**config.mk**
```make
export PLATFORM = sky130hd
export DESIGN_NAME = teaching_pio_handshake
export DESIGN_NICKNAME = d
export VERILOG_FILES = /design/src/core/teaching_pio_pkg.sv /design/src/core/teaching_pio_handshake.sv
export SDC_FILE = /design/constraint.sdc
export NUM_CORES = 1
export LEC_CHECK = 0
export BUFFER_PORTS_ARGS = -buffer_cell sky130_fd_sc_hd__clkbuf_2
export CORE_MARGIN = 4
export CORE_UTILIZATION = 50
export CTS_CLUSTER_SIZE = 30
export DETAILED_ROUTE_END_ITERATION = 8
export PLACE_DENSITY_LB_ADDON = 0.25
export REMOVE_ABC_BUFFERS = 1
export SYNTH_ARGS = -nofsm -noshare
export SYNTH_HDL_FRONTEND = slang
export SYNTH_SLANG_ARGS = --single-unit
```
**constraint.sdc**
```tcl
create_clock -name sys_clk -period 2.6 [get_ports sys_clk]
set_input_delay 0.52 -clock sys_clk [delete_from_list [all_inputs] [get_ports sys_clk]]
set_output_delay 0.52 -clock sys_clk [all_outputs]
set_load 0.01 [all_outputs]
```
**src/core/teaching_pio_pkg.sv**
```systemverilog
// Constants, field layouts and carriers of the teaching-pattern PIO block
package teaching_pio_pkg;

  // ----------------------------------------------------------------------
  // Timing
  // ----------------------------------------------------------------------
  localparam int CLK_HZ = 20_000_000;
  localparam int MS_PER_S = 1000;
  localparam int MS_CYCLES_DEF = CLK_HZ / MS_PER_S;
  localparam int STORE_HOLD_MS = 20;
  localparam int START_SETUP_MS = 6;
  localparam int POS_W = 6;

  // ----------------------------------------------------------------------
  // Register map
  // ----------------------------------------------------------------------
  localparam int AXI_ADDR_W = 8;
  localparam logic [7:0] OFS_CTRL = 8'h00;
  localparam logic [7:0] OFS_STATUS = 8'h04;
  localparam logic [7:0] OFS_INPUTS = 8'h08;
  localparam logic [7:0] OFS_POSITION = 8'h0C;
  localparam int CTRL_EN_BIT = 0;
  localparam int CTRL_HOLD_LSB = 8;
  localparam int CTRL_HOLD_W = 8;
  localparam logic [31:0] CTRL_RESET = 32'h0000_1401;
  localparam int POS_DONE_LSB = 8;
  localparam logic [1:0] RESP_OKAY = 2'h0;
  localparam logic [1:0] RESP_DECERR = 2'h3;

  typedef enum {REG_CTRL, REG_STATUS, REG_INPUTS, REG_POSITION, REG_NONE}
    reg_sel_e;

  // ----------------------------------------------------------------------
  // Carriers
  // ----------------------------------------------------------------------
  typedef struct packed {
    logic [POS_W-1:0] posSel;
    logic teachSelect;
    logic stepStyleSelect;
    logic jogPlusReq;
    logic jogMinusReq;
    logic remoteAutoManuIn;
    logic originSearchReq;
    logic pauseN;
    logic moveStart;
    logic positionStoreRequest;
    logic alarmClear;
    logic servoEnable;
  } pio_in_s;

  typedef struct packed {
    logic [POS_W-1:0] donePos;
    logic motionActive;
    logic teachStatusOut;
    logic tableZoneOut;
    logic remoteAutoManuStatus;
    logic originFound;
    logic inPosition;
    logic storeDone;
    logic operationReady;
    logic estopN;
    logic alarmN;
  } pio_out_s;

  typedef struct packed {
    logic servoOn;
    logic halt;
    logic moveGo;
    logic [POS_W-1:0] target;
    logic jogPlus;
    logic jogMinus;
    logic inching;
    logic jogHold;
    logic homeGo;
    logic storeGo;
    logic [POS_W-1:0] storeNum;
    logic alarmReset;
  } motion_cmd_s;

  typedef struct packed {
    logic moving;
    logic targetReached;
    logic inBand;
    logic inZone;
    logic homeDone;
    logic alarmEvent;
    logic estopActive;
    logic driveReady;
    logic nvWriteDone;
  } motion_sts_s;

endpackage : teaching_pio_pkg

```
**src/core/teaching_pio_handshake.sv**
```systemverilog
// Teaching-pattern PIO handshake with AXI4-Lite control and status
//
// Our own choices: the AXI4-Lite register port and the register offsets.
`timescale 1ns/100ps
module teaching_pio_handshake import teaching_pio_pkg::*; #(
  parameter int MS_TICK_CYCLES = MS_CYCLES_DEF
) (
  input wire logic sys_clk,
  input wire logic rst_n,
  input wire logic clkEn,
  input wire pio_in_s pioIn,
  output pio_out_s pioOut,
  output motion_cmd_s motionCmd,
  input wire motion_sts_s motionSts,
  input wire logic [AXI_ADDR_W-1:0] s_axi_awaddr,
  input wire logic s_axi_awvalid,
  output logic s_axi_awready,
  input wire logic [31:0] s_axi_wdata,
  input wire logic [3:0] s_axi_wstrb,
  input wire logic s_axi_wvalid,
  output logic s_axi_wready,
  output logic [1:0] s_axi_bresp,
  output logic s_axi_bvalid,
  input wire logic s_axi_bready,
  input wire logic [AXI_ADDR_W-1:0] s_axi_araddr,
  input wire logic s_axi_arvalid,
  output logic s_axi_arready,
  output logic [31:0] s_axi_rdata,
  output logic [1:0] s_axi_rresp,
  output logic s_axi_rvalid,
  input wire logic s_axi_rready
);

  localparam int MSW = $clog2(MS_TICK_CYCLES + 1);
  localparam logic [MSW-1:0] MS_LAST = MSW'(MS_TICK_CYCLES - 1);
  localparam int IN_W = $bits(pio_in_s);

  typedef enum {ST_IDLE, ST_MOVE, ST_JOG, ST_HOME} motion_e;
  typedef enum {STO_IDLE, STO_HOLD, STO_WAIT, STO_DONE} store_e;

  function automatic reg_sel_e decodeReg(input logic [AXI_ADDR_W-1:0] a);
    if (a == OFS_CTRL) begin
      return REG_CTRL;
    end else if (a == OFS_STATUS) begin
      return REG_STATUS;
    end else if (a == OFS_INPUTS) begin
      return REG_INPUTS;
    end else if (a == OFS_POSITION) begin
      return REG_POSITION;
    end else begin
      return REG_NONE;
    end
  endfunction : decodeReg

  // ----------------------------------------------------------------------
  // Input synchronisers and edge detection
  // ----------------------------------------------------------------------
  pio_in_s meta_q;
  pio_in_s sync_q;
  pio_in_s prev_q;
  pio_in_s rise;
  logic [31:0] ctrl_q;
  logic pioEnable;

  always_ff @(posedge sys_clk) begin
    if (!rst_n) begin
      meta_q <= '0;
      sync_q <= '0;
      prev_q <= '0;
    end else if (clkEn) begin
      meta_q <= pioIn;
      sync_q <= meta_q;
      prev_q <= sync_q;
    end
  end

  assign rise = sync_q & ~prev_q;
  assign pioEnable = ctrl_q[CTRL_EN_BIT];

  logic teachMode;
  logic faultFree;
  logic canMove;
  logic startEdge;
  logic jogPlusEdge;
  logic jogMinusEdge;
  logic homeEdge;
  logic clearEdge;
  logic alarmActive_q;
  logic estopActive_q;

  assign teachMode = sync_q.teachSelect;
  assign faultFree = !alarmActive_q && !estopActive_q;
  assign canMove = sync_q.servoEnable && faultFree && motionSts.driveReady;
  assign startEdge = pioEnable && rise.moveStart && canMove;
  assign jogPlusEdge = pioEnable && rise.jogPlusReq && canMove;
  assign jogMinusEdge = pioEnable && rise.jogMinusReq && canMove;
  assign homeEdge = pioEnable && rise.originSearchReq && canMove;
  assign clearEdge = pioEnable && rise.alarmClear;

  // ----------------------------------------------------------------------
  // Motion sequencing
  // ----------------------------------------------------------------------
  motion_e mstate_q;
  logic [POS_W-1:0] target_q;
  logic jogInch_q;
  logic jogDirPlus_q;
  logic zoneArmed_q;

  always_ff @(posedge sys_clk) begin
    if (!rst_n) begin
      mstate_q <= ST_IDLE;
      target_q <= '0;
      jogInch_q <= 1'b0;
      jogDirPlus_q <= 1'b0;
    end else if (clkEn) begin
      case (mstate_q)
        ST_IDLE: begin
          if (startEdge) begin
            mstate_q <= ST_MOVE;
            target_q <= sync_q.posSel;
          end else if (homeEdge) begin
            mstate_q <= ST_HOME;
          end else if (jogPlusEdge || jogMinusEdge) begin
            mstate_q <= ST_JOG;
            jogInch_q <= sync_q.stepStyleSelect;
            jogDirPlus_q <= jogPlusEdge;
          end
        end
        ST_MOVE: begin
          if (!canMove || motionSts.targetReached) begin
            mstate_q <= ST_IDLE;
          end
        end
        ST_JOG: begin
          if (!canMove || (jogInch_q && !motionSts.moving)
              || (!jogInch_q && !(jogDirPlus_q ? sync_q.jogPlusReq
                                              : sync_q.jogMinusReq))) begin
            mstate_q <= ST_IDLE;
          end
        end
        ST_HOME: begin
          if (!canMove || motionSts.homeDone) begin
            mstate_q <= ST_IDLE;
          end
        end
        default: begin
          mstate_q <= ST_IDLE;
        end
      endcase
    end
  end

  always_ff @(posedge sys_clk) begin
    if (!rst_n) begin
      zoneArmed_q <= 1'b0;
    end else if (clkEn && startEdge && mstate_q == ST_IDLE) begin
      zoneArmed_q <= 1'b1;
    end
  end

  // ----------------------------------------------------------------------
  // Position store with millisecond time base
  // ----------------------------------------------------------------------
  store_e sstate_q;
  logic [MSW-1:0] msPre_q;
  logic [CTRL_HOLD_W-1:0] msHeld_q;
  logic [POS_W-1:0] storeNum_q;
  logic holdReached;

  assign holdReached = msHeld_q >= ctrl_q[CTRL_HOLD_LSB +: CTRL_HOLD_W];

  always_ff @(posedge sys_clk) begin
    if (!rst_n) begin
      msPre_q <= '0;
      msHeld_q <= '0;
    end else if (clkEn) begin
      if (sstate_q != STO_HOLD || !sync_q.positionStoreRequest) begin
        msPre_q <= '0;
        msHeld_q <= '0;
      end else if (msPre_q == MS_LAST) begin
        msPre_q <= '0;
        if (!(&msHeld_q)) begin
          msHeld_q <= msHeld_q + 1'b1;
        end
      end else begin
        msPre_q <= msPre_q + 1'b1;
      end
    end
  end

  always_ff @(posedge sys_clk) begin
    if (!rst_n) begin
      sstate_q <= STO_IDLE;
      storeNum_q <= '0;
    end else if (clkEn) begin
      case (sstate_q)
        STO_IDLE: begin
          if (pioEnable && rise.positionStoreRequest && teachMode) begin
            sstate_q <= STO_HOLD;
          end
        end
        STO_HOLD: begin
          if (!sync_q.positionStoreRequest || !teachMode) begin
            sstate_q <= STO_IDLE;
          end else if (holdReached) begin
            sstate_q <= STO_WAIT;
            storeNum_q <= sync_q.posSel;
          end
        end
        STO_WAIT: begin
          if (motionSts.nvWriteDone) begin
            sstate_q <= STO_DONE;
          end
        end
        STO_DONE: begin
          if (!sync_q.positionStoreRequest) begin
            sstate_q <= STO_IDLE;
          end
        end
        default: begin
          sstate_q <= STO_IDLE;
        end
      endcase
    end
  end

  // ----------------------------------------------------------------------
  // Faults and status flags
  // ----------------------------------------------------------------------
  logic originFound_q;
  logic inPos_q;
  logic [POS_W-1:0] donePos_q;

  always_ff @(posedge sys_clk) begin
    if (!rst_n) begin
      alarmActive_q <= 1'b0;
      estopActive_q <= 1'b0;
      originFound_q <= 1'b0;
    end else if (clkEn) begin
      if (motionSts.alarmEvent) begin
        alarmActive_q <= 1'b1;
      end else if (clearEdge) begin
        alarmActive_q <= 1'b0;
      end
      estopActive_q <= motionSts.estopActive;
      if (mstate_q == ST_HOME && motionSts.homeDone) begin
        originFound_q <= 1'b1;
      end
    end
  end

  always_ff @(posedge sys_clk) begin
    if (!rst_n) begin
      donePos_q <= '0;
      inPos_q <= 1'b0;
    end else if (clkEn) begin
      if (startEdge) begin
        donePos_q <= '0;
        inPos_q <= 1'b0;
      end else if (mstate_q == ST_MOVE && motionSts.targetReached) begin
        donePos_q <= target_q;
        inPos_q <= motionSts.inBand;
      end else if (mstate_q == ST_MOVE && !canMove) begin
        inPos_q <= 1'b0;
      end
    end
  end

  // ----------------------------------------------------------------------
  // Registered pins and motion commands
  // ----------------------------------------------------------------------
  always_ff @(posedge sys_clk) begin
    if (!rst_n) begin
      pioOut <= '0;
      motionCmd <= '0;
    end else if (clkEn) begin
      pioOut.donePos <= donePos_q;
      pioOut.motionActive <= motionSts.moving;
      pioOut.teachStatusOut <= teachMode;
      pioOut.tableZoneOut <= zoneArmed_q && motionSts.inZone;
      pioOut.remoteAutoManuStatus <= sync_q.remoteAutoManuIn;
      pioOut.originFound <= originFound_q;
      pioOut.inPosition <= inPos_q;
      pioOut.storeDone <= sstate_q == STO_DONE;
      pioOut.operationReady <= canMove;
      pioOut.estopN <= !estopActive_q;
      pioOut.alarmN <= !alarmActive_q;
      motionCmd.servoOn <= sync_q.servoEnable;
      motionCmd.halt <= !sync_q.pauseN;
      motionCmd.moveGo <= startEdge && mstate_q == ST_IDLE;
      motionCmd.target <= sync_q.posSel;
      motionCmd.jogPlus <= jogPlusEdge && mstate_q == ST_IDLE;
      motionCmd.jogMinus <= jogMinusEdge && mstate_q == ST_IDLE;
      motionCmd.inching <= sync_q.stepStyleSelect;
      motionCmd.jogHold <= mstate_q == ST_JOG;
      motionCmd.homeGo <= homeEdge && mstate_q == ST_IDLE;
      motionCmd.storeGo <= sstate_q == STO_HOLD && holdReached
                           && sync_q.positionStoreRequest && teachMode;
      motionCmd.storeNum <= (sstate_q == STO_HOLD && holdReached)
                            ? sync_q.posSel : storeNum_q;
      motionCmd.alarmReset <= clearEdge;
    end
  end

  // ----------------------------------------------------------------------
  // AXI4-Lite slave
  // ----------------------------------------------------------------------
  logic awHeld_q;
  logic wHeld_q;
  logic [AXI_ADDR_W-1:0] awAddr_q;
  logic [31:0] wData_q;
  logic [3:0] wStrb_q;
  logic [31:0] readWord;

  assign s_axi_awready = !awHeld_q && !s_axi_bvalid;
  assign s_axi_wready = !wHeld_q && !s_axi_bvalid;
  assign s_axi_arready = !s_axi_rvalid;

  always_ff @(posedge sys_clk) begin
    if (!rst_n) begin
      awHeld_q <= 1'b0;
      wHeld_q <= 1'b0;
      awAddr_q <= '0;
      wData_q <= '0;
      wStrb_q <= '0;
      s_axi_bvalid <= 1'b0;
      s_axi_bresp <= RESP_OKAY;
      ctrl_q <= CTRL_RESET;
    end else if (clkEn) begin
      if (s_axi_awvalid && s_axi_awready) begin
        awHeld_q <= 1'b1;
        awAddr_q <= s_axi_awaddr;
      end
      if (s_axi_wvalid && s_axi_wready) begin
        wHeld_q <= 1'b1;
        wData_q <= s_axi_wdata;
        wStrb_q <= s_axi_wstrb;
      end
      if (awHeld_q && wHeld_q) begin
        awHeld_q <= 1'b0;
        wHeld_q <= 1'b0;
        s_axi_bvalid <= 1'b1;
        if (decodeReg(awAddr_q) == REG_CTRL) begin
          s_axi_bresp <= RESP_OKAY;
          for (int b = 0; b < 4; b++) begin
            if (wStrb_q[b]) begin
              ctrl_q[8*b +: 8] <= wData_q[8*b +: 8];
            end
          end
        end else if (decodeReg(awAddr_q) == REG_NONE) begin
          s_axi_bresp <= RESP_DECERR;
        end else begin
          s_axi_bresp <= RESP_OKAY;
        end
      end else if (s_axi_bvalid && s_axi_bready) begin
        s_axi_bvalid <= 1'b0;
      end
    end
  end

  always_comb begin
    readWord = '0;
    if (decodeReg(s_axi_araddr) == REG_CTRL) begin
      readWord = ctrl_q;
    end else if (decodeReg(s_axi_araddr) == REG_STATUS) begin
      readWord[$bits(pio_out_s)-1:0] = pioOut;
    end else if (decodeReg(s_axi_araddr) == REG_INPUTS) begin
      readWord[IN_W-1:0] = sync_q;
    end else if (decodeReg(s_axi_araddr) == REG_POSITION) begin
      readWord[POS_W-1:0] = target_q;
      readWord[POS_DONE_LSB +: POS_W] = donePos_q;
    end
  end

  always_ff @(posedge sys_clk) begin
    if (!rst_n) begin
      s_axi_rvalid <= 1'b0;
      s_axi_rdata <= '0;
      s_axi_rresp <= RESP_OKAY;
    end else if (clkEn) begin
      if (s_axi_arvalid && s_axi_arready) begin
        s_axi_rvalid <= 1'b1;
        s_axi_rdata <= readWord;
        s_axi_rresp <= (decodeReg(s_axi_araddr) == REG_NONE) ? RESP_DECERR
                                                             : RESP_OKAY;
      end else if (s_axi_rvalid && s_axi_rready) begin
        s_axi_rvalid <= 1'b0;
      end
    end
  end

  // ----------------------------------------------------------------------
  // Assertions
  // ----------------------------------------------------------------------
  a_alarm_set_wins: assert property (@(posedge sys_clk) disable iff (!rst_n)
    clkEn && motionSts.alarmEvent |=> alarmActive_q)
    else $error("alarm event lost");
  a_alarm_pin_low: assert property (@(posedge sys_clk) disable iff (!rst_n)
    clkEn && motionSts.alarmEvent ##1 clkEn |=> !pioOut.alarmN)
    else $error("alarm pin not low after event");
  a_alarm_cleared: assert property (@(posedge sys_clk) disable iff (!rst_n)
    clkEn && clearEdge && !motionSts.alarmEvent |=> !alarmActive_q)
    else $error("alarm not cleared by clear edge");
  a_start_clears_done: assert property (@(posedge sys_clk)
    disable iff (!rst_n)
    clkEn && startEdge ##1 clkEn |=> pioOut.donePos == '0)
    else $error("completed number not cleared by start");
  a_done_number: assert property (@(posedge sys_clk) disable iff (!rst_n)
    clkEn && mstate_q == ST_MOVE && motionSts.targetReached && !startEdge
    |=> donePos_q == $past(target_q))
    else $error("completed number differs from target");
  a_origin_sticky: assert property (@(posedge sys_clk) disable iff (!rst_n)
    originFound_q |=> originFound_q)
    else $error("origin found dropped");
  a_store_hold_time: assert property (@(posedge sys_clk)
    disable iff (!rst_n)
    $rose(motionCmd.storeGo) |->
    $past(msHeld_q) >= $past(ctrl_q[CTRL_HOLD_LSB +: CTRL_HOLD_W]))
    else $error("store issued before hold time");
  a_input_sync: assert property (@(posedge sys_clk) disable iff (!rst_n)
    clkEn && $past(clkEn) ##1 clkEn |=> sync_q == $past(pioIn, 2))
    else $error("input not passed through two stages");
  a_ready_faults: assert property (@(posedge sys_clk) disable iff (!rst_n)
    clkEn && (alarmActive_q || !sync_q.servoEnable) |=> !pioOut.operationReady)
    else $error("ready asserted while unable to operate");
  a_zone_armed: assert property (@(posedge sys_clk) disable iff (!rst_n)
    !zoneArmed_q |=> !pioOut.tableZoneOut)
    else $error("zone output before any move command");

  c_move_done: cover property (@(posedge sys_clk) disable iff (!rst_n)
    mstate_q == ST_MOVE ##1 mstate_q == ST_IDLE && donePos_q != '0);
  c_store_done: cover property (@(posedge sys_clk) disable iff (!rst_n)
    sstate_q == STO_WAIT ##1 sstate_q == STO_DONE);
  c_home_done: cover property (@(posedge sys_clk) disable iff (!rst_n)
    $rose(originFound_q));
  c_alarm_clear: cover property (@(posedge sys_clk) disable iff (!rst_n)
    alarmActive_q ##1 !alarmActive_q);

endmodule : teaching_pio_handshake

```
# Word level (Yosys, flattened, before mapping)
# Index checks and enable logic that the tools add are counted.
[totals]
ff_bits = 307
output_inout_bits = 79
elab_cells = 290
in_bits = 86
[op_classes]
n_eq_ne = 33
bitwise = 5
n_reduce_logical = 95
n_mux = 72
n_addsub = 2
magnitude_cmp = 1
[op_table]
columns = ["operator", "n"]
rows = [
  ["2-to-1 mux 32 bit", 30],
  ["one-hot mux 32 bit (4 select lines)", 2],
  ["== test 32 x 2 -> 1 bit, second input constant", 7],
  ["== test 32 x 3 -> 1 bit, second input constant", 5],
  ["logical NOT 32 bit", 5],
  ["== test 32 x 1 -> 1 bit, second input constant", 2],
  ["== test 32 x 4 -> 1 bit, second input constant", 2],
  ["2-to-1 mux 15 bit", 3],
  ["2-to-1 mux 6 bit", 7],
  ["logical AND 1 bit", 37],
  ["== test 8 x 4 -> 1 bit, second input constant", 4],
  ["inequality test 32 x 2 -> 1 bit, second input constant", 1],
  ["2-to-1 mux 8 bit", 3],
  ["AND reduction 2 bit", 12],
  ["AND reduction 4 bit", 5],
  ["2-to-1 mux 3 bit", 6],
  ["2-to-1 mux 17 bit", 1],
  ["== test 8 x 3 -> 1 bit, second input constant", 2],
  ["logical NOT 8 bit", 2],
  ["2-to-1 mux 16 bit", 1],
  ["adder 15 x 1 -> 15 bit, second input constant", 1],
  ["== test 15 bit, second input constant", 1],
  ["2-to-1 mux 1 bit", 15],
  ["AND reduction 5 bit", 3],
  ["other kinds (15)", 51],
]

# Logic depth before layout (Yosys ltp)
# Gate-level depths: netlist of the first run.
[depth]
depth_word = 19
mapped_depth = 9
ltp_nobuf = 7

# Worst setup path after synthesis of the first run
# Ideal clock, no wire load.
[synth_timing]
path_type = "register -> register"
from = "register msHeld_q[0]"
to = "register sstate_q[1]"
arrival_ns = 1.913
synth_period_minus_slack_ns = 2.029
stages_incl_launch_ff = 8
n_path_buf = 0
setup_ns = 0.116
slack_ns = 0.571
required_ns = 2.484
cell_sequence = "dfxtp_1 -> inv_1 -> ha_1 -> nand2b_1 -> a2111oi_0 -> o31a_1 -> nor3_4 -> o211a_1"
[synth_via]
elab_chain_len = 3
[synth_lines]
columns = ["element", "line", "rtl"]
rows = [
  ["start: declaration", "teaching_pio_handshake.sv:166", "logic [CTRL_HOLD_W-1:0] msHeld_q;"],
  ["start signal: assignment", "teaching_pio_handshake.sv:183", "msHeld_q <= msHeld_q + 1'b1;"],
  [">= comparator 8 bit", "teaching_pio_handshake.sv:170", "assign holdReached = msHeld_q >= ctrl_q[CTRL_HOLD_LSB +: CTRL_HOLD_W];"],
  ["inequality test 3 bit (no line)", "-", ""],
  ["AND reduction 5 bit (no line)", "-", ""],
  ["end signal: assignment", "teaching_pio_handshake.sv:193", "sstate_q <= STO_IDLE;"],
  ["end signal: assignment", "teaching_pio_handshake.sv:199", "sstate_q <= STO_HOLD;"],
  ["end signal: assignment", "teaching_pio_handshake.sv:204", "sstate_q <= STO_IDLE;"],
  ["end: declaration", "teaching_pio_handshake.sv:164", "store_e sstate_q;"],
]
# No other way between the ends.
# A chain may end at the register's enable or synchronous reset.

# Final worst setup path of the first run
# Same ends and word-level chain as after synthesis.

==> results of run 1 <==
critical path, stage by stage (launching register included):
cell                        delay [ns]
sky130_fd_sc_hd__dfxtp_1          0.37
sky130_fd_sc_hd__inv_1            0.08
sky130_fd_sc_hd__ha_1             0.26
sky130_fd_sc_hd__nand2b_1         0.13
sky130_fd_sc_hd__a2111oi_0        0.45
sky130_fd_sc_hd__buf_4            0.20
sky130_fd_sc_hd__o31a_1           0.33
sky130_fd_sc_hd__nor3_4           0.14
sky130_fd_sc_hd__o211a_1          0.23
per-stage QoR:
| stage | std cells | total power (W) | cell area (um^2) |
|---|---|---|---|
| 2_1_floorplan | 1045 | 0.00419 | 9500 |
| 3_3_place_gp | 1501 | 0.00444 | 10900 |
| 3_5_place_dp | 1501 | 0.00445 | 10900 |
| 4_1_cts | 1542 | 0.00800 | 11700 |
| 5_1_grt | 1542 | 0.00820 | 11700 |
| 6_report | 1542 | 0.00794 | 11700 |
layout by cell type (no fill, tap or decap), types with 8 or more instances in the layout:
cell type / count
sky130_fd_sc_hd__a31oi_1: 8
sky130_fd_sc_hd__a22oi_1: 28
sky130_fd_sc_hd__nor2b_1: 9
sky130_fd_sc_hd__ha_1: 10
sky130_fd_sc_hd__buf_4: 25
sky130_fd_sc_hd__nor2_1: 153
sky130_fd_sc_hd__inv_1: 13
sky130_fd_sc_hd__o21ai_0: 26
sky130_fd_sc_hd__clkbuf_16: 25
sky130_fd_sc_hd__clkbuf_2: 163
sky130_fd_sc_hd__nand3_1: 63
sky130_fd_sc_hd__o31ai_1: 9
sky130_fd_sc_hd__o211ai_1: 10
sky130_fd_sc_hd__dfxtp_1: 244
sky130_fd_sc_hd__mux2i_1: 99
sky130_fd_sc_hd__nand2_1: 174
sky130_fd_sc_hd__a21oi_1: 116
path summary, 6_finish.rpt:
path	from	to	slack, ns	depth (start not counted)
worst max-delay path	msHeld_q[0]	sstate_q[1]	0.30	8
worst min-delay path	s_axi_wdata[21]	wData_q[21]	0.22	3
worst max register to register	msHeld_q[0]	sstate_q[1]	0.30	8
worst min register to register	ctrl_q[31]	ctrl_q[31]	0.45	2
sequential cells by signal, indices dropped and copies added (netlist names), 2 cells and up:
register / flops
awAddr_q: 8
ctrl_q: 32
donePos_q: 6
meta_q: 17
motionCmd: 22
msHeld_q: 8
msPre_q: 15
mstate_q: 2
pioOut: 16
prev_q: 6
s_axi_rdata: 32
sstate_q: 2
storeNum_q: 6
sync_q: 16
target_q: 6
wData_q: 32
wStrb_q: 4
cell type report:
cell class,count,area [um^2]
well taps,265,332
fillers,1730,7750
repair buffers,191,1060
multi-input cells,787,4570
clock buffers,35,703
clock inverters,6,109
inverters,14,57.6
flip-flops and latches,244,4880
logic make-up after synthesis:
group,Yosys count
compound gates,220
xor+xnor,12
fa+ha+maj,10
buf+inv,98
flops,244
mux,100
simple gates,445
layer usage:
layer  track usage (%)  wire (um)  vias up
met4              5.73        476        0
li1                  -          -     4166
met5                 0          0        -
met2              34.8      11300      243
met1              30.9      11100     3834
met3              4.78       1940       30
power by group through the flow:
stage                     Combinational [W]  Sequential, W  Clock (W)
after floorplan                    0.000232        0.00396          0
after CTS                          0.000482        0.00389    0.00363
after global routing               0.000532        0.00389    0.00378
after detailed placement           0.000479        0.00397          0
final                              0.000477        0.00389    0.00357
after global placement             0.000474        0.00397          0
==> impl_metrics.prom, run 1 <==
# TYPE chip_impl_metric gauge
chip_impl_metric{name="grt_first_pass_wirelength",unit="mm"} 40.4
chip_impl_metric{name="fp.dieH",unit="um"} 149
chip_impl_metric{name="drive_above_1_share",unit="%"} 18.7
chip_impl_metric{name="number_of_endpoints_failing_setup_at_the_final_stage",unit=""} 0
chip_impl_metric{name="route.detailed.wl_per_inst",unit="um"} 16.1
chip_impl_metric{name="ios",unit=""} 165
chip_impl_metric{name="number_of_enable_type_register_cells_in_the_synthesized_netlist",unit=""} 0
chip_impl_metric{name="worst_slew_margin_rel",unit="%"} 43.3
chip_impl_metric{name="gates_resized_cts_repair",unit=""} 0
chip_impl_metric{name="h-tree-depth",unit=""} 1
chip_impl_metric{name="post_synth_inst_count",unit=""} 1129
chip_impl_metric{name="die-width",unit="um"} 149
chip_impl_metric{name="min_period",unit="ns"} 2.30
chip_impl_info{name="cell_type_with_the_highest_aggregate_area_in_the_netlist",value="sky130_fd_sc_hd__dfxtp_1"} 1
chip_impl_metric{name="clkLatencyLatePin",unit="ns"} 0.51
chip_impl_metric{name="top_area_cell_type_share_of_the_netlist_area",unit="%"} 49.4
chip_impl_metric{name="area_growth_syn_to_layout",unit="%"} 18.5
chip_impl_metric{name="antenna_found_initial",unit=""} 0
chip_impl_info{name="dominantRegCellSynth",value="sky130_fd_sc_hd__dfxtp_1"} 1
chip_impl_metric{name="design.final.nets",unit=""} 1359
chip_impl_metric{name="synth.yosys.seq_area_share",unit="%"} 49.4
chip_impl_metric{name="fin_tns_setup",unit="ns"} 0
chip_impl_metric{name="synth_compound_gate_area_share",unit="%"} 13.2
chip_impl_metric{name="via_count",unit=""} 8273
chip_impl_metric{name="net-switching-power",unit="W"} 0.00176
chip_impl_metric{name="vdd_ir_drop_max",unit="V"} 0.000477
chip_impl_metric{name="dpl_worst_slack",unit="ns"} 0.356
chip_impl_metric{name="p_clk_share",unit="%"} 45.0
chip_impl_metric{name="final_core_util",unit="%"} 60.2
chip_impl_metric{name="cts.hold.buffers_added",unit=""} 0
chip_impl_metric{name="cp_data_arrival_time",unit="ns"} 2.70
chip_impl_metric{name="synth_fa_ha_area_share",unit="%"} 1.27
chip_impl_metric{name="timing.fmax",unit="GHz"} 0.434
chip_impl_metric{name="cellInternalPower",unit="W"} 0.00618
chip_impl_metric{name="syn-mean-instance-area",unit="um^2"} 8.75
chip_impl_metric{name="yosys.cell_types.count",unit=""} 60
chip_impl_metric{name="cts_sinks",unit=""} 244
chip_impl_metric{name="die-area",unit="um^2"} 22100
chip_impl_metric{name="cap_viol_max_count",unit=""} 0
chip_impl_metric{name="place_congestion",unit=""} 0.845
chip_impl_metric{name="grt_max_degree",unit=""} 69
chip_impl_metric{name="cts_setup_buffers",unit=""} 0
chip_impl_info{name="ctsRootBufferMaster",value="sky130_fd_sc_hd__clkbuf_16"} 1
chip_impl_metric{name="global_route.usage.total",unit="%"} 22.1
chip_impl_info{name="rsz0062_at_grt",value="false"} 1
chip_impl_metric{name="total_standard_cell_area_after_synthesis",unit="um^2"} 9880
chip_impl_metric{name="antenna_cells",unit=""} 0
chip_impl_metric{name="via_per_inst",unit=""} 5.37
chip_impl_info{name="synth_top_family_by_area",value="simple AND/OR/NAND/NOR gates"} 1
chip_impl_metric{name="min_period_over_period",unit="%"} 88.6
chip_impl_info{name="worst-setup-path-type",value="flip-flop to flip-flop"} 1
chip_impl_info{name="worst_hold_path_type",value="input port to flip-flop"} 1
chip_impl_metric{name="crit_fanout",unit=""} 8
chip_impl_metric{name="yosysWarnings",unit=""} 0
chip_impl_info{name="synthMostInstantiatedCell",value="sky130_fd_sc_hd__dfxtp_1"} 1
chip_impl_metric{name="post_synth_xor_area_fraction",unit="%"} 1.06
chip_impl_metric{name="dp_hpwl",unit="mm"} 17.1
chip_impl_metric{name="clk_path_buf_depth",unit=""} 3
chip_impl_metric{name="power.density",unit="nW/um^2"} 678
chip_impl_metric{name="final.setup.worst_slack",unit="ns"} 0.296
chip_impl_metric{name="overflow",unit=""} 0
chip_impl_metric{name="synth_seq_cells",unit=""} 244
chip_impl_metric{name="netSwitchingFraction",unit="%"} 22.2
chip_impl_metric{name="power.sequential.fraction",unit="%"} 49.0
chip_impl_info{name="synth_common_cells",value="sky130_fd_sc_hd__dfxtp_1 (244), sky130_fd_sc_hd__nand2_1 (174), sky130_fd_sc_hd__nor2_1 (153)"} 1
chip_impl_metric{name="ant_nets",unit=""} 0
chip_impl_metric{name="asyncSetResetFlopFracSynth",unit="%"} 0
chip_impl_metric{name="first_iter_violations",unit=""} 552
chip_impl_metric{name="worst_margin_pin_slew",unit="ns"} 0.843
chip_impl_metric{name="numCtsBuffers",unit=""} 25
chip_impl_metric{name="port-buffer-count",unit=""} 164
chip_impl_metric{name="critical_path_required",unit="ns"} 3.00
chip_impl_metric{name="finalHoldViolCount",unit=""} 0
chip_impl_info{name="clock_tree_from_tritoncts",value="built"} 1
chip_impl_metric{name="clock_skew",unit="ns"} 0.00522
chip_impl_metric{name="hold_slack",unit="ns"} 0.223
chip_impl_metric{name="synth_mux_area_share",unit="%"} 10.1
chip_impl_metric{name="synthSimpleGateAreaFrac",unit="%"} 20.4
chip_impl_metric{name="design.core.area",unit="um^2"} 19500
chip_impl_metric{name="clk_pin_slew",unit="ns"} 0.06
chip_impl_info{name="critical_path.startpoint_type",value="flip-flop"} 1
chip_impl_info{name="setup.worst_path.end_class",value="flip-flop"} 1
chip_impl_metric{name="timing.final.max_slew_violations",unit=""} 0
chip_impl_metric{name="placement_rows",unit=""} 51
chip_impl_info{name="leading_cell_types_by_total_area_after_synthesis",value="sky130_fd_sc_hd__dfxtp_1 (49%), sky130_fd_sc_hd__mux2i_1 (10%), sky130_fd_sc_hd__nand2_1 (6.6%)"} 1
chip_impl_metric{name="drc_violations_left",unit=""} 0
chip_impl_metric{name="wl",unit="mm"} 24.8
chip_impl_metric{name="drt-pass1-iter-count",unit=""} 5
chip_impl_metric{name="leakage",unit="nW"} 4.75
chip_impl_metric{name="first_global_vias",unit=""} 7889
chip_impl_metric{name="share_comb_of_total_power",unit="%"} 6.0
chip_impl_info{name="status",value="complete, no violations"} 1
chip_impl_metric{name="initial_utilization",unit="%"} 50.8
No activity file was read; power rests on OpenSTA's default activity.
==> run 2, diff against run 1 <==
--- a/config.mk
+++ b/config.mk
@@ -10,2 +10,3 @@
 export CORE_UTILIZATION = 50
+export CTS_BUF_LIST = sky130_fd_sc_hd__clkbuf_4 sky130_fd_sc_hd__clkbuf_8
 export CTS_CLUSTER_SIZE = 30
--- a/constraint.sdc
+++ b/constraint.sdc
@@ -3,2 +3,2 @@
 set_output_delay 0.52 -clock sys_clk [all_outputs]
-set_load 0.01 [all_outputs]
+set_load 0.1 [all_outputs]
==> run 2 against run 1 <==
Total power is 1.6% lower. Worst setup slack better by 0.010 ns. Fmax is 0.44% higher. Combinational power is 29% higher. Clock-buffer cell count is 29 higher. Die area stayed put. First-iteration DRC count is 1.6% higher. Worst hold slack worse by 0.026 ns. Critical path depth stayed put. Non-clock buffer count stayed put. Final cell count is 1.8% higher. Critical endpoint is now motionCmd[3].
==> impl_metrics.prom, run 2 (synthesized netlist as in run 1, its figures left out) <==
# TYPE chip_impl_metric gauge
chip_impl_metric{name="dpl_worst_slack",unit="ns"} 0.356
chip_impl_metric{name="antenna_cells",unit=""} 0
chip_impl_metric{name="grt_max_degree",unit=""} 69
chip_impl_metric{name="h-tree-depth",unit=""} 2
chip_impl_metric{name="wl",unit="mm"} 24.8
chip_impl_metric{name="design.core.area",unit="um^2"} 19500
chip_impl_info{name="clock_tree_from_tritoncts",value="built"} 1
chip_impl_info{name="holdCritStartpoint",value="s_axi_wdata[13]"} 1
chip_impl_metric{name="clock_skew",unit="ns"} 0.0152
chip_impl_metric{name="route.detailed.wl_per_inst",unit="um"} 15.8
chip_impl_info{name="critical_path.startpoint_type",value="flip-flop"} 1
chip_impl_metric{name="final.setup.worst_slack",unit="ns"} 0.306
chip_impl_info{name="setup.worst_path.end_class",value="flip-flop"} 1
chip_impl_metric{name="ant_nets",unit=""} 0
chip_impl_metric{name="placement_rows",unit=""} 51
chip_impl_metric{name="antenna_found_initial",unit=""} 0
chip_impl_metric{name="timing.final.max_slew_violations",unit=""} 0
chip_impl_metric{name="crit_path_max_incr_delay",unit="ns"} 0.74
chip_impl_metric{name="timing.fmax",unit="GHz"} 0.436
chip_impl_info{name="rsz0062_at_grt",value="false"} 1
chip_impl_metric{name="finish.instance_area",unit="um^2"} 11700
chip_impl_metric{name="postPlaceCellArea",unit="um^2"} 10900
chip_impl_metric{name="number_of_endpoints_failing_setup_at_the_final_stage",unit=""} 0
chip_impl_metric{name="vdd_ir_drop_max",unit="V"} 0.000339
chip_impl_metric{name="clk_pin_slew",unit="ns"} 0.06
chip_impl_metric{name="cts.hold.buffers_added",unit=""} 0
chip_impl_metric{name="port-buffer-count",unit=""} 164
chip_impl_metric{name="fp.dieH",unit="um"} 149
chip_impl_metric{name="critical_path_required",unit="ns"} 3.06
chip_impl_metric{name="first_iter_violations",unit=""} 561
chip_impl_metric{name="gates_resized_cts_repair",unit=""} 0
chip_impl_info{name="ctsRootBufferMaster",value="sky130_fd_sc_hd__clkbuf_8"} 1
chip_impl_metric{name="hold_slack",unit="ns"} 0.197
chip_impl_metric{name="min_path_cells",unit=""} 3
chip_impl_info{name="hold_end",value="wData_q[13]"} 1
chip_impl_info{name="worst-setup-path-type",value="flip-flop to flip-flop"} 1
chip_impl_metric{name="min_period",unit="ns"} 2.29
chip_impl_metric{name="die-area",unit="um^2"} 22100
chip_impl_metric{name="cp_data_arrival_time",unit="ns"} 2.75
chip_impl_metric{name="clkLatencyLatePin",unit="ns"} 0.54
chip_impl_metric{name="design.final.nets",unit=""} 1374
chip_impl_metric{name="worst_slew_margin_rel",unit="%"} 40.8
chip_impl_info{name="commonest_non_fill_non_tap_cells_in_the_layout",value="sky130_fd_sc_hd__dfxtp_1 (244), sky130_fd_sc_hd__nand2_1 (174), sky130_fd_sc_hd__clkbuf_2 (163), sky130_fd_sc_hd__nor2_1 (153), sky130_fd_sc_hd__a21oi_1 (116)"} 1
chip_impl_metric{name="min_period_over_period",unit="%"} 88.2
chip_impl_info{name="rr_startpoint",value="msHeld_q[0]"} 1
chip_impl_info{name="biggestRegsByFlops",value="ctrl_q x32, s_axi_rdata x32, wData_q x32"} 1
chip_impl_metric{name="drc_violations_left",unit=""} 0
chip_impl_metric{name="area_growth_syn_to_layout",unit="%"} 18.4
chip_impl_metric{name="clk_path_buf_depth",unit=""} 3
chip_impl_metric{name="finalHoldViolCount",unit=""} 0
chip_impl_metric{name="ff2ff_setup_slack",unit="ns"} 0.31
chip_impl_metric{name="numCtsBuffers",unit=""} 40
chip_impl_metric{name="place_congestion",unit=""} 0.845
chip_impl_metric{name="grt_first_pass_wirelength",unit="mm"} 40.3
chip_impl_info{name="r2r-end",value="motionCmd[3]"} 1
chip_impl_metric{name="power.density",unit="nW/um^2"} 668
chip_impl_metric{name="cap_viol_max_count",unit=""} 0
chip_impl_info{name="mostFrequentLayoutCell",value="sky130_fd_sc_hd__dfxtp_1"} 1
chip_impl_metric{name="via_per_inst",unit=""} 5.35
chip_impl_info{name="crit_chain",value="inv_1 -> ha_1 -> nand2b_1 -> a2111oi_0 -> buf_4 -> o31ai_1 -> a31oi_1 -> a21oi_1"} 1
chip_impl_metric{name="die-width",unit="um"} 149
chip_impl_metric{name="ios",unit=""} 165
chip_impl_metric{name="first_global_vias",unit=""} 8000
chip_impl_metric{name="drive_above_1_share",unit="%"} 20.9
chip_impl_metric{name="overflow",unit=""} 0
chip_impl_info{name="status",value="complete, no violations"} 1
chip_impl_metric{name="via_count",unit=""} 8387
chip_impl_metric{name="dp_hpwl",unit="mm"} 17.1
chip_impl_metric{name="timing.reg2reg.worst_path_depth",unit=""} 8
chip_impl_metric{name="leakage",unit="nW"} 4.77
chip_impl_info{name="timing.critical_path.slowest_stage_cell",value="sky130_fd_sc_hd__o31ai_1"} 1
chip_impl_metric{name="worst_margin_pin_slew",unit="ns"} 0.880
chip_impl_info{name="worst_hold_path_type",value="input port to flip-flop"} 1
chip_impl_metric{name="crit_fanout",unit=""} 7
chip_impl_metric{name="global_route.usage.total",unit="%"} 22.2
chip_impl_metric{name="cts_setup_buffers",unit=""} 0
chip_impl_metric{name="initial_utilization",unit="%"} 50.8
chip_impl_metric{name="drt-pass1-iter-count",unit=""} 7
chip_impl_metric{name="cts_sinks",unit=""} 244
==> run 2: metal layers <==
metal / part of all wire [%] / up-vias / track usage (%)
met1: 44 / 3876 / 30.1
met5: 0 / - / 0
li1: - / 4200 / -
met3: 8.5 / 44 / 6.12
met4: 2.5 / 0 / 7.85
met2: 45 / 267 / 34.2
==> run 2: worst max-delay path, delay by kind of cell (launching register included) <==
family,cells,cell delay (ns)
fa+ha+maj,1,0.26
flops,1,0.37
simple gates,1,0.09
buf+inv,2,0.24
compound gates,4,1.25
==> run 2: through the flow <==
stage	power (W)	std cells	setup TNS (ns)	utilization, %
2_1_floorplan	0.00433	1045	-29.30	-
3_3_place_gp	0.00458	1501	0	56.0
3_5_place_dp	0.00459	1501	0	56.0
4_1_cts	0.00789	1569	0	60.1
5_1_grt	0.00812	1569	0	60.1
6_report	0.00781	1569	0	60.1
==> run 2: how the worst max path moves through the flow <==
stage | slack (ns) | to | start | cells past startpoint
3_3_place_gp | 0.43 | sstate_q[1] | msHeld_q[0] | 8
2_1_floorplan | -0.96 | s_axi_rdata[0] | s_axi_rvalid | 5
3_5_place_dp | 0.36 | sstate_q[1] | msHeld_q[0] | 8
4_1_cts | 0.32 | motionCmd[3] | msHeld_q[0] | 8
6_report | 0.31 | motionCmd[3] | msHeld_q[0] | 8
5_1_grt | 0.11 | motionCmd[3] | msHeld_q[0] | 8
==> run 2: cell type report <==
type	instances	area, um^2
Clock buffer	64	768
Clock inverter	4	26.3
Fill cell	1754	7760
Inverter	14	57.6
Multi-Input combinational cell	787	4570
Sequential cell	244	4880
Tap cell	265	332
Timing Repair Buffer	191	1060
==> run 2: power by group <==
part / switching (W) / leakage (nW) / internal (W)
registers: 0.0000656 / 1.98 / 0.00382
clock network: 0.00145 / 0.426 / 0.00186
logic: 0.000423 / 2.37 / 0.000191
==> run 3, diff against run 2 <==
CORE_ASPECT_RATIO = 1.1   (was not set)
==> run 3 against run 2 <==
Clock skew rose by 0.00097 ns. Combinational power fell by 0.7%. Final cell count fell by 0.89%. Global-route usage fell by 0.10 points. Largest cell class unchanged. Largest power group unchanged. First-iteration DRC count fell by 20%. Sequential power barely moved. Via count fell by 0.32%. Highest routed layer unchanged. Clock-buffer cell count rose by 8.
==> impl_metrics.prom, run 3 (synthesized netlist as in run 1, its figures left out) <==
# TYPE chip_impl_metric gauge
chip_impl_metric{name="fin_tns_setup",unit="ns"} 0
chip_impl_metric{name="drive_above_1_share",unit="%"} 21.1
chip_impl_metric{name="gates_resized_cts_repair",unit=""} 0
chip_impl_metric{name="initial_utilization",unit="%"} 51.2
chip_impl_metric{name="power.density",unit="nW/um^2"} 688
chip_impl_metric{name="hold_slack",unit="ns"} 0.200
chip_impl_metric{name="grt_first_pass_wirelength",unit="mm"} 40.2
chip_impl_metric{name="final_cell_count_no_fill",unit=""} 1555
chip_impl_metric{name="area_growth_syn_to_layout",unit="%"} 19.1
chip_impl_metric{name="filler_cell_count",unit=""} 1717
chip_impl_metric{name="clk_path_buf_depth",unit=""} 3
chip_impl_metric{name="dp.cells",unit=""} 1481
chip_impl_metric{name="min_period_over_period",unit="%"} 89.4
chip_impl_metric{name="h-tree-depth",unit=""} 2
chip_impl_metric{name="timing.fmax",unit="GHz"} 0.430
chip_impl_metric{name="drc_violations_left",unit=""} 0
chip_impl_metric{name="dp_hpwl",unit="mm"} 17.2
chip_impl_info{name="mostFrequentLayoutCell",value="sky130_fd_sc_hd__dfxtp_1"} 1
chip_impl_info{name="worst_hold_path_type",value="input port to flip-flop"} 1
chip_impl_metric{name="cts.hold.buffers_added",unit=""} 0
chip_impl_metric{name="cap_viol_max_count",unit=""} 0
chip_impl_metric{name="antenna_found_initial",unit=""} 0
chip_impl_metric{name="via_count",unit=""} 8360
chip_impl_info{name="worst-setup-path-type",value="flip-flop to flip-flop"} 1
chip_impl_metric{name="drt-pass1-iter-count",unit=""} 5
chip_impl_metric{name="route.detailed.wl_per_inst",unit="um"} 16.0
chip_impl_info{name="biggestRegsByFlops",value="ctrl_q x32, s_axi_rdata x32, wData_q x32"} 1
chip_impl_info{name="ctsRootBufferMaster",value="sky130_fd_sc_hd__clkbuf_8"} 1
chip_impl_metric{name="worst_margin_pin_slew",unit="ns"} 1.04
chip_impl_metric{name="ant_nets",unit=""} 0
chip_impl_metric{name="via_per_inst",unit=""} 5.38
chip_impl_metric{name="numCtsBuffers",unit=""} 42
chip_impl_metric{name="clkLatencyLatePin",unit="ns"} 0.54
chip_impl_metric{name="leakage",unit="nW"} 4.82
chip_impl_metric{name="global_route.usage.total",unit="%"} 22.1
chip_impl_metric{name="first_iter_violations",unit=""} 448
chip_impl_metric{name="place_congestion",unit=""} 0.822
chip_impl_metric{name="fp.dieH",unit="um"} 155
chip_impl_info{name="clock_tree_from_tritoncts",value="built"} 1
chip_impl_metric{name="cts_sinks",unit=""} 244
chip_impl_metric{name="vdd_ir_drop_max",unit="V"} 0.000447
chip_impl_metric{name="design.final.nets",unit=""} 1374
chip_impl_metric{name="antenna_cells",unit=""} 0
chip_impl_metric{name="crit_fanout",unit=""} 8
chip_impl_info{name="status",value="complete, no violations"} 1
chip_impl_info{name="commonest_non_fill_non_tap_cells_in_the_layout",value="sky130_fd_sc_hd__dfxtp_1 (244), sky130_fd_sc_hd__nand2_1 (174), sky130_fd_sc_hd__clkbuf_2 (163), sky130_fd_sc_hd__nor2_1 (153), sky130_fd_sc_hd__a21oi_1 (116)"} 1
chip_impl_metric{name="number_of_endpoints_failing_setup_at_the_final_stage",unit=""} 0
chip_impl_metric{name="final.setup.worst_slack",unit="ns"} 0.275
chip_impl_metric{name="cts_setup_buffers",unit=""} 0
chip_impl_metric{name="wl",unit="mm"} 24.9
chip_impl_metric{name="timing.final.max_slew_violations",unit=""} 0
chip_impl_metric{name="placement_rows",unit=""} 53
chip_impl_info{name="critical_path.startpoint_type",value="flip-flop"} 1
chip_impl_metric{name="overflow",unit=""} 0
chip_impl_metric{name="port-buffer-count",unit=""} 164
chip_impl_metric{name="first_global_vias",unit=""} 7932
chip_impl_metric{name="dpl_worst_slack",unit="ns"} 0.193
chip_impl_metric{name="timing.reg2reg.worst_path_depth",unit=""} 8
chip_impl_info{name="rsz0062_at_grt",value="false"} 1
chip_impl_info{name="setup.worst_path.end_class",value="flip-flop"} 1
chip_impl_metric{name="min_period",unit="ns"} 2.32
chip_impl_metric{name="design.core.area",unit="um^2"} 19300
chip_impl_metric{name="ios",unit=""} 165
chip_impl_metric{name="die-width",unit="um"} 142
chip_impl_metric{name="cp_data_arrival_time",unit="ns"} 2.75
chip_impl_metric{name="clk_pin_slew",unit="ns"} 0.06
chip_impl_metric{name="min_path_cells",unit=""} 3
chip_impl_metric{name="clock_skew",unit="ns"} 0.0162
chip_impl_metric{name="critical_path_required",unit="ns"} 3.03
chip_impl_metric{name="die-area",unit="um^2"} 22100
chip_impl_metric{name="grt_max_degree",unit=""} 62
chip_impl_metric{name="worst_slew_margin_rel",unit="%"} 30.1
chip_impl_metric{name="finalHoldViolCount",unit=""} 0
## run 3: cell types whose count changed in the layout (fill, tap and decap cells not counted)
cell,before,now
sky130_fd_sc_hd__buf_12,3,4
sky130_fd_sc_hd__clkbuf_4,18,17
sky130_fd_sc_hd__inv_6,2,1
sky130_fd_sc_hd__buf_4,25,22
sky130_fd_sc_hd__clkbuf_8,46,55
sky130_fd_sc_hd__clkinv_2,2,1
## run 3: worst max-delay path, stage by stage (launching register included)
cell and delay, ns:
sky130_fd_sc_hd__dfxtp_1 0.38, sky130_fd_sc_hd__inv_1 0.08, sky130_fd_sc_hd__ha_1 0.27, sky130_fd_sc_hd__nand2b_1 0.13
sky130_fd_sc_hd__a2111oi_0 0.51, sky130_fd_sc_hd__buf_4 0.20, sky130_fd_sc_hd__o31a_1 0.30, sky130_fd_sc_hd__nor3_4 0.14
sky130_fd_sc_hd__o211a_1 0.22
## run 3: per-layer routing
| layer | wire (um) | part of all wire (%) | GRT usage (%) | up-vias |
|---|---|---|---|---|
| met4 | 579 | 2.3 | 7.13 | 0 |
| met1 | 10800 | 43 | 28.5 | 3864 |
| li1 | - | - | - | 4212 |
| met3 | 1740 | 7.0 | 5.50 | 44 |
| met5 | 0 | 0 | 0 | - |
| met2 | 11800 | 47 | 36.4 | 240 |
## run 3: path summary, 6_finish.rpt
kind / startpoint / to / slack (ns)
hold / removal: s_axi_wdata[16] / wData_q[16] / 0.20
hold reg to reg: zoneArmed_q / zoneArmed_q / 0.45
setup / recovery: msHeld_q[0] / sstate_q[1] / 0.28
setup reg to reg: msHeld_q[0] / sstate_q[1] / 0.28
## run 3: area by class of cell
| class | count | area (um^2) | share of cell area (%) |
|---|---|---|---|
| clock buffers | 72 | 885 | 7.51 |
| flip-flops and latches | 244 | 4880 | 41.5 |
| multi-input cells | 787 | 4570 | 38.8 |
| repair buffers | 189 | 1060 | 9.01 |
| well taps | 247 | 309 | 2.62 |
| inverters | 14 | 57.6 | 0.489 |
| clock inverters | 2 | 12.5 | 0.106 |
## run 3: per-stage QoR
stage,util [%],area [um^2],total power (W)
5_1_grt,61.0,11800,0.00844
6_report,61.0,11800,0.00811
4_1_cts,61.0,11800,0.00819
3_3_place_gp,56.4,10900,0.00457
3_5_place_dp,56.4,10900,0.00458
2_1_floorplan,-,9500,0.00433
## run 3: where the power goes
group	switching [W]	total (W)	internal [W]	leakage (nW)
clock network	0.00148	0.00361	0.00212	0.478
registers	0.0000648	0.00389	0.00382	1.98
logic	0.000421	0.000611	0.000189	2.36
